==> src/adc_seq_consts.svh <==
/*
  Constants for the converter sequencer: calibration pulse timing, calibration
  length, power-up waits and pipeline latency, all in input clock cycles.
  Assumes inclusion by bare name from the design files.
*/
`ifndef ADC_SEQ_CONSTS_SVH
`define ADC_SEQ_CONSTS_SVH

`define CLK_PERIOD_NS      8
`define SAMPLE_WIDTH       8
`define FIFO_DEPTH         4
`define PIPE_LATENCY       13
`define CAL_LOW_MIN        1280
`define CAL_HIGH_MIN       1280
`define CAL_RUN_CYCLES     1400000
`define WAIT_SHORT_CYCLES  64'h0000_0000_0400_0000
`define WAIT_LONG_CYCLES   64'h0000_0001_0000_0000
`define PULSE_CNT_WIDTH    11
`define WAIT_CNT_WIDTH     33

`endif

==> src/adc_seq_pkg.sv <==
/*
  Types for the converter sequencer.
  Assumes adc_seq_consts.svh supplies the numeric constants.
*/
`include "adc_seq_consts.svh"

package adc_seq_pkg;
  typedef logic [`SAMPLE_WIDTH-1:0] sample_t;
  typedef struct packed {
    sample_t i_word;
    sample_t q_word;
  } pair_t;
  typedef enum logic [1:0] {
    ST_POWERUP = 2'h0,
    ST_NORMAL  = 2'h1,
    ST_CAL     = 2'h2
  } cal_state_t;
endpackage

==> src/fifo_if.sv <==
/*
  Valid/ready carrier between the sample path and the sample FIFO.
  Assumes both ends run on the same clock.
*/
`timescale 1ns/1ns

interface fifo_if #(parameter int WIDTH = 16);
  logic             in_valid;
  logic             in_ready;
  logic [WIDTH-1:0] in_data;
  logic             out_valid;
  logic             out_ready;
  logic [WIDTH-1:0] out_data;

  modport fifo (input in_valid, in_data, out_ready, output in_ready, out_valid, out_data);
  modport user (output in_valid, in_data, out_ready, input in_ready, out_valid, out_data);
endinterface

==> src/sample_fifo.sv <==
/*
  Small synchronous FIFO with valid/ready on both sides.
  Assumes one clock and an asynchronous active-high reset.
*/
`timescale 1ns/1ns

module sample_fifo #(
  parameter int WIDTH = 16,
  parameter int DEPTH = 4
) (
  // Clock and reset
  input  wire logic core_clk,
  input  wire logic reset,
  // Carrier
  fifo_if.fifo      port
);
  localparam int AW = (DEPTH > 1) ? $clog2(DEPTH) : 1;

  logic [WIDTH-1:0] mem [DEPTH];
  logic [AW-1:0]    wr_ptr;
  logic [AW-1:0]    rd_ptr;
  logic [AW:0]      count;
  logic [AW-1:0]    next_wr_ptr;
  logic [AW-1:0]    next_rd_ptr;
  logic [AW:0]      next_count;
  logic             not_full;
  logic             next_not_full;
  logic             push;
  logic             pop;

  assign push          = port.in_valid && not_full;
  assign pop           = port.out_ready && (count != '0);
  assign port.in_ready = not_full;
  assign port.out_valid = (count != '0);
  assign port.out_data = mem[rd_ptr];

  always_comb begin
    next_wr_ptr = wr_ptr;
    next_rd_ptr = rd_ptr;
    next_count  = count;
    if (push) begin
      next_wr_ptr = (wr_ptr == AW'(DEPTH - 1)) ? '0 : wr_ptr + 1'b1;
    end
    if (pop) begin
      next_rd_ptr = (rd_ptr == AW'(DEPTH - 1)) ? '0 : rd_ptr + 1'b1;
    end
    if (push && !pop) begin
      next_count = count + 1'b1;
    end else if (pop && !push) begin
      next_count = count - 1'b1;
    end
    // Registered so the upstream ready is glitch free
    next_not_full = (next_count != (AW+1)'(DEPTH));
  end

  always_ff @(posedge core_clk or posedge reset) begin
    if (reset) begin
      wr_ptr   <= '0;
      rd_ptr   <= '0;
      count    <= '0;
      not_full <= 1'b1;
    end else begin
      wr_ptr   <= next_wr_ptr;
      rd_ptr   <= next_rd_ptr;
      count    <= next_count;
      not_full <= next_not_full;
    end
  end

  always_ff @(posedge core_clk) begin
    if (push) begin
      mem[wr_ptr] <= port.in_data;
    end
  end
endmodule // sample_fifo

==> src/adc_sequencer.sv <==
/*
  Digital sequencer of a dual converter: power-up calibration wait, pin and
  command calibration, fixed-length calibration run, pipeline delay and 1:2
  demultiplexing of I and Q results onto primary and delayed buses.
  Assumes conversion results arrive one per core_clk from the same domain;
  calibration and control pins are asynchronous and are synchronised here.
*/
`timescale 1ns/1ns
`include "adc_seq_consts.svh"

module adc_sequencer
  import adc_seq_pkg::*;
#(
  parameter int          PIPE_LAT    = `PIPE_LATENCY,
  parameter int          CAL_CYCLES  = `CAL_RUN_CYCLES,
  parameter logic [63:0] WAIT_SHORT  = `WAIT_SHORT_CYCLES,
  parameter logic [63:0] WAIT_LONG   = `WAIT_LONG_CYCLES
) (
  // Clock and reset
  input  wire logic                 core_clk,
  input  wire logic                 reset,
  // Conversion results
  input  wire adc_seq_pkg::sample_t sample_i,
  input  wire adc_seq_pkg::sample_t sample_q,
  input  wire logic                 sample_valid,
  output logic                      sample_ready,
  // Control pins and command
  input  wire logic                 cal_pin,
  input  wire logic                 cal_delay_select,
  input  wire logic                 power_down_input,
  input  wire logic                 cal_command,
  // Output buses
  output adc_seq_pkg::sample_t      i_primary_bus,
  output adc_seq_pkg::sample_t      i_delayed_bus,
  output adc_seq_pkg::sample_t      q_primary_bus,
  output adc_seq_pkg::sample_t      q_delayed_bus,
  output logic                      bus_update,
  input  wire logic                 capture_ready,
  // Status
  output logic                      calibrating
);
  // Delay line, FIFO write and output register together make up PIPE_LAT + 1 edges
  localparam int DELAY_STAGES = (PIPE_LAT > 2) ? PIPE_LAT - 1 : 1;
  localparam int PW = `PULSE_CNT_WIDTH;
  localparam int WW = `WAIT_CNT_WIDTH;
  localparam int CW = $clog2(CAL_CYCLES + 1);

  // Pin synchronisers
  logic [2:0] sync_a;
  logic [2:0] sync_b;
  logic       pin_cal;
  logic       pin_sel;
  logic       pin_pd;

  always_ff @(posedge core_clk or posedge reset) begin
    if (reset) begin
      sync_a <= '0;
      sync_b <= '0;
    end else begin
      sync_a <= {cal_pin, cal_delay_select, power_down_input};
      sync_b <= sync_a;
    end
  end
  assign {pin_cal, pin_sel, pin_pd} = sync_b;

  // Calibration pulse qualifier
  logic [PW-1:0] low_cnt, next_low_cnt;
  logic [PW-1:0] high_cnt, next_high_cnt;
  logic          low_ok, next_low_ok;
  logic          pin_req, next_pin_req;

  always_comb begin
    next_low_cnt  = low_cnt;
    next_high_cnt = '0;
    next_low_ok   = low_ok;
    next_pin_req  = 1'b0;
    if (!pin_cal) begin
      next_low_cnt = (low_cnt == PW'(`CAL_LOW_MIN)) ? low_cnt : low_cnt + 1'b1;
      if (low_cnt == PW'(`CAL_LOW_MIN - 1)) begin
        next_low_ok = 1'b1;
      end
    end else begin
      next_low_cnt = '0;
      if (low_ok) begin
        next_high_cnt = high_cnt + 1'b1;
        if (high_cnt == PW'(`CAL_HIGH_MIN - 1)) begin
          next_pin_req  = 1'b1;
          next_low_ok   = 1'b0;
          next_high_cnt = '0;
        end
      end
    end
  end

  always_ff @(posedge core_clk or posedge reset) begin
    if (reset) begin
      low_cnt  <= '0;
      high_cnt <= '0;
      low_ok   <= 1'b0;
      pin_req  <= 1'b0;
    end else begin
      low_cnt  <= next_low_cnt;
      high_cnt <= next_high_cnt;
      low_ok   <= next_low_ok;
      pin_req  <= next_pin_req;
    end
  end

  // Calibration sequencing
  cal_state_t    state, next_state;
  logic [WW-1:0] wait_cnt, next_wait_cnt;
  logic [CW-1:0] cal_cnt, next_cal_cnt;
  logic [1:0]    settle, next_settle;
  logic          held_off, next_held_off;
  logic          next_calibrating;
  logic          cal_req;
  logic [WW-1:0] wait_limit;

  assign cal_req    = pin_req || cal_command;
  assign wait_limit = pin_sel ? WW'(WAIT_LONG) : WW'(WAIT_SHORT);

  always_comb begin
    next_state    = state;
    next_wait_cnt = wait_cnt;
    next_cal_cnt  = cal_cnt;
    next_settle   = (settle == 2'h0) ? settle : settle - 2'h1;
    next_held_off = held_off;
    // Synchronisers still carry reset zeros for two edges, so the pin
    // level is caught only once real pin values have come through
    if (settle == 2'h1) begin
      next_held_off = pin_cal;
    end
    case (state)
      ST_POWERUP: begin
        if (!pin_pd && settle == 2'h0) begin
          next_wait_cnt = wait_cnt + 1'b1;
        end
        if (!pin_pd && settle == 2'h0 && ((cal_req && held_off) ||
            (!held_off && next_wait_cnt >= wait_limit))) begin
          next_state    = ST_CAL;
          next_cal_cnt  = '0;
          next_held_off = 1'b0;
        end
      end
      ST_NORMAL: begin
        if (cal_req && !pin_pd) begin
          next_state   = ST_CAL;
          next_cal_cnt = '0;
        end
      end
      ST_CAL: begin
        next_cal_cnt = cal_cnt + 1'b1;
        if (cal_cnt == CW'(CAL_CYCLES - 1)) begin
          next_state = ST_NORMAL;
        end
      end
      default: next_state = ST_POWERUP;
    endcase
    next_calibrating = (next_state == ST_CAL);
  end

  always_ff @(posedge core_clk or posedge reset) begin
    if (reset) begin
      state       <= ST_POWERUP;
      wait_cnt    <= '0;
      cal_cnt     <= '0;
      settle      <= 2'h3;
      held_off    <= 1'b0;
      calibrating <= 1'b0;
    end else begin
      state       <= next_state;
      wait_cnt    <= next_wait_cnt;
      cal_cnt     <= next_cal_cnt;
      settle      <= next_settle;
      held_off    <= next_held_off;
      calibrating <= next_calibrating;
    end
  end

  // Pipeline delay line; it never stops, so results keep flowing every cycle
  pair_t pipe [DELAY_STAGES];
  logic  pipe_vld [DELAY_STAGES];

  always_ff @(posedge core_clk or posedge reset) begin
    if (reset) begin
      for (int k = 0; k < DELAY_STAGES; k++) begin
        pipe[k]     <= '0;
        pipe_vld[k] <= 1'b0;
      end
    end else begin
      pipe[0]     <= '{i_word: sample_i, q_word: sample_q};
      pipe_vld[0] <= sample_valid;
      for (int k = 1; k < DELAY_STAGES; k++) begin
        pipe[k]     <= pipe[k-1];
        pipe_vld[k] <= pipe_vld[k-1];
      end
    end
  end

  fifo_if #(.WIDTH($bits(pair_t))) fq ();

  assign fq.in_valid  = pipe_vld[DELAY_STAGES-1];
  assign fq.in_data   = pipe[DELAY_STAGES-1];
  assign fq.out_ready = capture_ready;

  sample_fifo #(
    .WIDTH ($bits(pair_t)),
    .DEPTH (`FIFO_DEPTH)
  ) u_fifo (
    .core_clk (core_clk),
    .reset    (reset),
    .port     (fq.fifo)
  );

  // 1:2 demultiplexer
  pair_t   hold, next_hold, head;
  logic    phase, next_phase;
  sample_t next_ip, next_id, next_qp, next_qd;
  logic    next_update;

  assign head = fq.out_data;

  always_comb begin
    next_hold   = hold;
    next_phase  = phase;
    next_ip     = i_primary_bus;
    next_id     = i_delayed_bus;
    next_qp     = q_primary_bus;
    next_qd     = q_delayed_bus;
    next_update = 1'b0;
    if (fq.out_valid && capture_ready) begin
      next_phase = ~phase;
      if (!phase) begin
        next_hold = head;
      end else begin
        // Held word waited one cycle longer than the word now leaving
        next_id     = hold.i_word;
        next_qd     = hold.q_word;
        next_ip     = head.i_word;
        next_qp     = head.q_word;
        next_update = 1'b1;
      end
    end
  end

  always_ff @(posedge core_clk or posedge reset) begin
    if (reset) begin
      hold          <= '0;
      phase         <= 1'b0;
      i_primary_bus <= '0;
      i_delayed_bus <= '0;
      q_primary_bus <= '0;
      q_delayed_bus <= '0;
      bus_update    <= 1'b0;
      sample_ready  <= 1'b1;
    end else begin
      hold          <= next_hold;
      phase         <= next_phase;
      i_primary_bus <= next_ip;
      i_delayed_bus <= next_id;
      q_primary_bus <= next_qp;
      q_delayed_bus <= next_qd;
      bus_update    <= next_update;
      sample_ready  <= fq.in_ready;
    end
  end
endmodule // adc_sequencer

==> config.mk <==
export PLATFORM = sky130hd
export DESIGN_NAME = adc_sequencer
export DESIGN_NICKNAME = d
export VERILOG_FILES = /design/src/adc_seq_pkg.sv /design/src/fifo_if.sv /design/src/sample_fifo.sv /design/src/adc_sequencer.sv
export VERILOG_INCLUDE_DIRS = /design/src
export SDC_FILE = /design/constraint.sdc
export NUM_CORES = 1
export LEC_CHECK = 0
export BUFFER_PORTS_ARGS = -buffer_cell sky130_fd_sc_hd__buf_2
export CAP_MARGIN = 20
export CORE_ASPECT_RATIO = 2
export CORE_MARGIN = 2
export CORE_UTILIZATION = 65
export CTS_CLUSTER_DIAMETER = 200
export DETAILED_ROUTE_END_ITERATION = 8
export HOLD_SLACK_MARGIN = 0.15
export PLACE_DENSITY = 0.79
export SLEW_MARGIN = 10
export SYNTH_ARGS = -nofsm -noshare
export SYNTH_HDL_FRONTEND = slang
export SYNTH_SLANG_ARGS = --single-unit
export TNS_END_PERCENT = 50
==> constraint.sdc <==
create_clock -name core_clk -period 37.2 [get_ports core_clk]
set_input_delay 7.44 -clock core_clk [delete_from_list [all_inputs] [get_ports core_clk]]
set_output_delay 7.44 -clock core_clk [all_outputs]
set_load 0.01 [all_outputs]
==> results.ini, run 1 <==
[run_status]
outcome=completed

[power_and_ir_drop]
ir_drop_v=0.0000582
power.share.clock=0.345
p_comb_frac=0.137
leakage_nw=7.15
fin_total_pwr_mw=1.07
powerDensity_nw_per_um2=64.6
intPower_mw=0.800
seq_power_share=0.518
power.switching_mw=0.269
swShare=0.252

[finish]
nets=1125
final_common_cell=dfrtp_1
drive_gt1_frac=0.172
regArea_um2=10800
final_cell_mix=dfrtp_1, nand2_1, edfxtp_1, nor2_1, buf_2
n_antenna_cell=0
multi_input_area_um2=3800
fill_cells=1403
area_growth_pct=11.6

[timing]
skew_ns=0.0288
relSlewSlack=0.366
fmax_mhz=103
drv_slew=0
tns_ns=0
setup_viol=0
period_needed_ns=9.68
fin_crit_sh=0.260
hold_violations=0
worstMarginPinSlew_ns=0.951
grt_setup_unrepaired=false
finalWorstSetupSlack_ns=27.52

[logic_synthesis]
ys_types=65
synth-edff-count=64
ys_ff_latch=417
postSynth.asyncResetShare=0.847
yosysSeqAreaShare=0.726
yosysWarnings=0
synthCells=1019
synth_area_um2=14800
avgSynthCellArea_um2=14.5
synth_ff_type=dfrtp_1
synth_fp_nets=1060

[setup_path]
crit_required_ns=37.60
path_class=input pin to register
crit_fanout=13
critPathCaptureType=register
worst-path-buf-inv=1
reg2reg_from=settle[1]$_DFFE_PP1P_
crit_family=simple AND/OR/NAND/NOR gates
cpMaxStageDelayCell=or4_1
cp-start-kind=input pin
cp_data_arrival_time_ns=10.08
cp_cell_sequence=buf_2, nor2_1, a211o_1, or4_1, a2111oi_0, nand4_1, nor4b_4, nor4_4, o21a_1, mux2_2
startpoint=cal_command
max_stage_delay_ns=0.50

[grt]
gr-usage-all-layers=0.232
grt_overflow=0
grt_pass1_wl_mm=44.0
antenna_found_initial=0
grt_max_degree=129
grt_pass1_vias=8831

[floorplanning]
core_um2=22500
dieWidth_um=111
die_area_um2=24100
dieHeight_um=218
rows=78
io_pins=59
initial_core_util=0.657

[clock_network]
clk_pin_slew_ns=0.07
holdBufCountCts=0
cts_htree_levels=2
clockBufferDepth=3
cts.sinks=417
root_buffer=clkbuf_16
clk_latency_ns=0.54
numCtsBuffers=35
cts_resized=0
cts_tree=done
post_cts_buffers=0

[placement]
dp_hpwl_mm=16.3
gp_congestion=0.877
place_ws_ns=27.00
port_buffers=58

[detailed_routing]
drt_iter0_drc=481
detail_route.vias_per_cell=5.79
ant_nets=0
wl_mm=26.6
dr.pass1.iters=7
vias=8051
drc=0
wl_per_cell_um=19.2

[run]
drv_cap=0

[worst_hold_path]
hold_class=register to register
hold_start=pipe[133]$_DFF_PP0_

metrics by stage:
step                hold slack, ns  instance area, um^2  instances   util
CTS                          0.349                16500       1389  0.733
finish                       0.344                16500       1390  0.734
global route                 0.350                16500       1390  0.734
global placement             0.332                15300       1325  0.680
floorplan                    0.331                14800       1019      -
detailed placement           0.335                15400       1326  0.681
area by class of cell:
cell class / instances / share of cell area
Inverter: 24 / 0.00590
Clock inverter: 15 / 0.0117
Timing Repair Buffer: 65 / 0.0222
Multi-Input combinational cell: 541 / 0.230
Clock buffer: 48 / 0.0589
Tap cell: 280 / 0.0212
Sequential cell: 417 / 0.650
power groups by stage:
stage / logic (mW) / clock network (mW) / registers, mW
6_report: 0.147 / 0.369 / 0.554
5_1_grt: 0.162 / 0.396 / 0.560
4_1_cts: 0.150 / 0.377 / 0.554
3_5_place_dp: 0.145 / 0 / 0.562
3_3_place_gp: 0.133 / 0 / 0.560
2_1_floorplan: 0.0953 / 0 / 0.558
kinds of logic (layout without fill, tap and decap cells):
kind of cell    Yosys count  count (layout)  synth area share
mux                      60              60            0.0571
flops                   417             417             0.726
simple gates            329             329             0.112
xor+xnor                 70              70            0.0414
fa+ha+maj                18              18            0.0150
buf+inv                  61             152            0.0175
compound gates           64              64            0.0309
cells in the mapped netlist, drive strengths merged, types with 5 or more instances:
cell	count	area [um^2]
dfrtp	349	8730
edfxtp	64	1920
buf	16	90.1
and2	5	31.3
nand2	102	383
ha	17	213
mux2	36	405
xor2	30	263
nand3	39	195
mux4	16	360
nor2b	8	50.1
inv	23	86.3
nor2	61	229
xnor2	40	350
nor3	24	120
mux2i	8	80.1
nor4	9	77.6
or4	6	52.6
o21ai	19	95.1
or2	5	31.3
a31oi	5	37.5
nand4	27	175
a21oi	7	38.8
clkbuf	21	78.8
or3	9	56.3
and3	16	100
final timing paths:
| check | slack, ns | depth (start not counted) | end |
|---|---|---|---|
| min in group asynchronous | 7.09 | 2 | wait_cnt[20]$_DFFE_PP0N_ |
| max in group asynchronous | 28.02 | 4 | fq.in_data[13]$_DFF_PP0_ |
| worst min register to register | 0.34 | 0 | pipe[117]$_DFF_PP0_ |
| worst max register to register | 31.64 | 17 | cal_cnt[0]$_DFFE_PP0P_ |
| worst min-delay path | 0.34 | 0 | pipe[117]$_DFF_PP0_ |
| worst max-delay path | 27.52 | 10 | cal_cnt[0]$_DFFE_PP0P_ |
registers in the layout, summed over array words and instances, names as in the netlist, 2 cells and up:
signal,cells
u_fifo.count,3
hold,16
state,2
wait_cnt,33
i_delayed_bus,8
fq.in_data,16
sync_a,3
u_fifo.mem,64
settle,2
low_cnt,11
q_delayed_bus,8
pipe_vld,11
q_primary_bus,8
u_fifo.rd_ptr,2
u_fifo.wr_ptr,2
sync_b,3
cal_cnt,21
pipe,176
high_cnt,11
i_primary_bus,8
per-layer routing:
| metal | track usage | vias to the layer above | wire length [um] |
|---|---|---|---|
| li1 | - | 3647 | - |
| met1 | 0.245 | 4118 | 9250 |
| met2 | 0.449 | 213 | 15500 |
| met3 | 0.0286 | 73 | 829 |
| met4 | 0.115 | 0 | 1070 |
| met5 | 0 | - | 0 |
Power figures use the tool's default switching activity.
==> inputs of run 2 (changes only) <==
--- a/config.mk
+++ b/config.mk
@@ -10,11 +10,11 @@
 export CAP_MARGIN = 20
 export CORE_ASPECT_RATIO = 2
 export CORE_MARGIN = 2
-export CORE_UTILIZATION = 65
+export CORE_UTILIZATION = 55
 export CTS_CLUSTER_DIAMETER = 200
 export DETAILED_ROUTE_END_ITERATION = 8
 export HOLD_SLACK_MARGIN = 0.15
-export PLACE_DENSITY = 0.79
+export PLACE_DENSITY = 0.71
 export SLEW_MARGIN = 10
 export SYNTH_ARGS = -nofsm -noshare
 export SYNTH_HDL_FRONTEND = slang
==> constraint.sdc (replaced) <==
create_clock -name core_clk -period 8.3 [get_ports core_clk]
set_input_delay 1.66 -clock core_clk [delete_from_list [all_inputs] [get_ports core_clk]]
set_output_delay 1.66 -clock core_clk [all_outputs]
set_load 0.01 [all_outputs]
==> run 2 against run 1 <==
- sequential power grew to 4.5 times the previous value
- power grew to 4.5 times the previous value
- wire length shrank 9.2%
- cell count grew 5.1%
- clock skew shrank 0.013 ns
- sequential cell count is the same
- clock power grew to 4.5 times the previous value
- global-route usage shrank 5.2 points
- via count shrank 3.2%
- first-iteration DRC count shrank 14%
- largest power group unchanged
- worst hold slack lost 0.0016 ns
- die area grew 18%
- critical endpoint is now cal_cnt[14]$_DFFE_PP0P_
==> results.ini, run 2 (synthesis gave the netlist of run 1 again) <==
[timing]
worstMarginPinSlew_ns=0.900
grt_setup_unrepaired=false
period_needed_ns=5.48
fin_crit_sh=0.660
skew_ns=0.0159
hold_violations=0
setup_viol=0
drv_slew=0
tns_ns=0
relSlewSlack=0.399
fmax_mhz=183

[clock_network]
cts.sinks=417
cts_tree=done
clockBufferDepth=3
post_cts_buffers=0
clk_latency_ns=0.54
cts_resized=0
numCtsBuffers=36
cts_htree_levels=2
root_buffer=clkbuf_16
clk_pin_slew_ns=0.06
holdBufCountCts=0

[detailed_routing]
ant_nets=0
drc=0
drt_iter0_drc=414
vias=7797
detail_route.vias_per_cell=5.34
wl_mm=24.2
wl_per_cell_um=16.6
dr.pass1.iters=4

[floorplanning]
die_area_um2=28400
rows=85
initial_core_util=0.555
dieWidth_um=120
dieHeight_um=236
core_um2=26700
io_pins=59

[grt]
gr-usage-all-layers=0.180
grt_pass1_vias=8038
grt_pass1_wl_mm=41.1
grt_max_degree=155
grt_overflow=0
antenna_found_initial=0

[finish]
fill_cells=1974
final_cell_mix=dfrtp_1, nand2_1, edfxtp_1, nor2_1, buf_2
top_regs=pipe x176, u_fifo.mem x64, wait_cnt x33
nets=1128
stdcell_count=1461
fin_util=0.626
largest_reg_flops=176
n_antenna_cell=0
area_growth_pct=12.7
drive_gt1_frac=0.175
largest_register=pipe
final_common_cell=dfrtp_1

[placement]
port_buffers=58
dp_hpwl_mm=14.4
gp_congestion=0.891
dp_cells=1395

[power_and_ir_drop]
ir_drop_v=0.000202
leakage_nw=7.17
powerDensity_nw_per_um2=286

[setup_path]
crit_fanout=17
path_class=register to register
critPathCaptureType=register
crit_required_ns=8.72
cp_data_arrival_time_ns=5.90
reg2reg_depth=17
cp-start-kind=register

[worst_hold_path]
holdPathStages=0
hold_class=register to register

[run_status]
outcome=completed

[run]
drv_cap=0

==> run 2: changes by cell type in the layout (fill, tap and decap cells not counted), sizes merged <==
cell,before,now
buf,65,67
bufinv,3,1
clkbuf,48,51
clkinvlp,2,5
inv,25,22
==> run 2: stage by stage <==
stage	hold WS, ns	worst slack (ns)	total power [mW]	cell area, um^2
2_1_floorplan	0.331	1.91	2.93	14800
3_3_place_gp	0.331	3.07	3.11	15400
3_5_place_dp	0.335	2.83	3.16	15500
4_1_cts	0.344	2.81	4.85	16600
5_1_grt	0.352	2.37	5.01	16700
6_report	0.343	2.82	4.78	16700
==> run 2: critical path, stage by stage (launching register included) <==
cell and delay, ns:
dfstp_2 0.36, inv_1 0.09, ha_1 0.31, nand2b_1 0.37, nor4_2 0.65, nand2_1 0.15
or3_1 0.47, xnor2_1 0.16, ha_1 0.27, inv_1 0.03, a211o_1 0.25, or4_1 0.51
a2111oi_0 0.42, nand4_1 0.22, nor4b_4 0.41, nor4_4 0.15, a221o_1 0.37, a21o_1 0.18
==> run 2: layout make-up <==
type | count | area, um^2 | share of cell area
clock buffers | 51 | 1050 | 0.0629
clock inverters | 13 | 143 | 0.00854
inverters | 24 | 93.8 | 0.00562
multi-input cells | 541 | 3800 | 0.227
flip-flops and latches | 417 | 10800 | 0.644
well taps | 348 | 435 | 0.0261
repair buffers | 67 | 418 | 0.0250
==> run 2: path summary, 6_finish.rpt <==
kind / from / to / slack (ns)
min in group asynchronous: reset / pipe_vld[5]$_DFF_PP0_ / 1.31
max: settle[1]$_DFFE_PP1P_ / cal_cnt[14]$_DFFE_PP0P_ / 2.82
min: pipe[146]$_DFF_PP0_ / pipe[130]$_DFF_PP0_ / 0.34
min reg2reg: pipe[146]$_DFF_PP0_ / pipe[130]$_DFF_PP0_ / 0.34
max reg2reg: settle[1]$_DFFE_PP1P_ / cal_cnt[14]$_DFFE_PP0P_ / 2.82
max in group asynchronous: reset / cal_cnt[15]$_DFFE_PP0P_ / 5.73
==> run 2: report_power, final <==
group	total, mW	internal, mW	leakage (nW)	switching [mW]
Combinational	0.643	0.311	1.78	0.331
Sequential	2.48	2.34	4.82	0.135
Clock	1.66	0.928	0.568	0.735
==> run 2: routing by layer <==
| metal | global-route usage | up-vias | routed length, um |
|---|---|---|---|
| li1 | - | 3660 | - |
| met1 | 0.246 | 3951 | 10400 |
| met4 | 0.0610 | 0 | 619 |
| met2 | 0.298 | 138 | 12300 |
| met3 | 0.0288 | 48 | 850 |
| met5 | 0 | - | 0 |
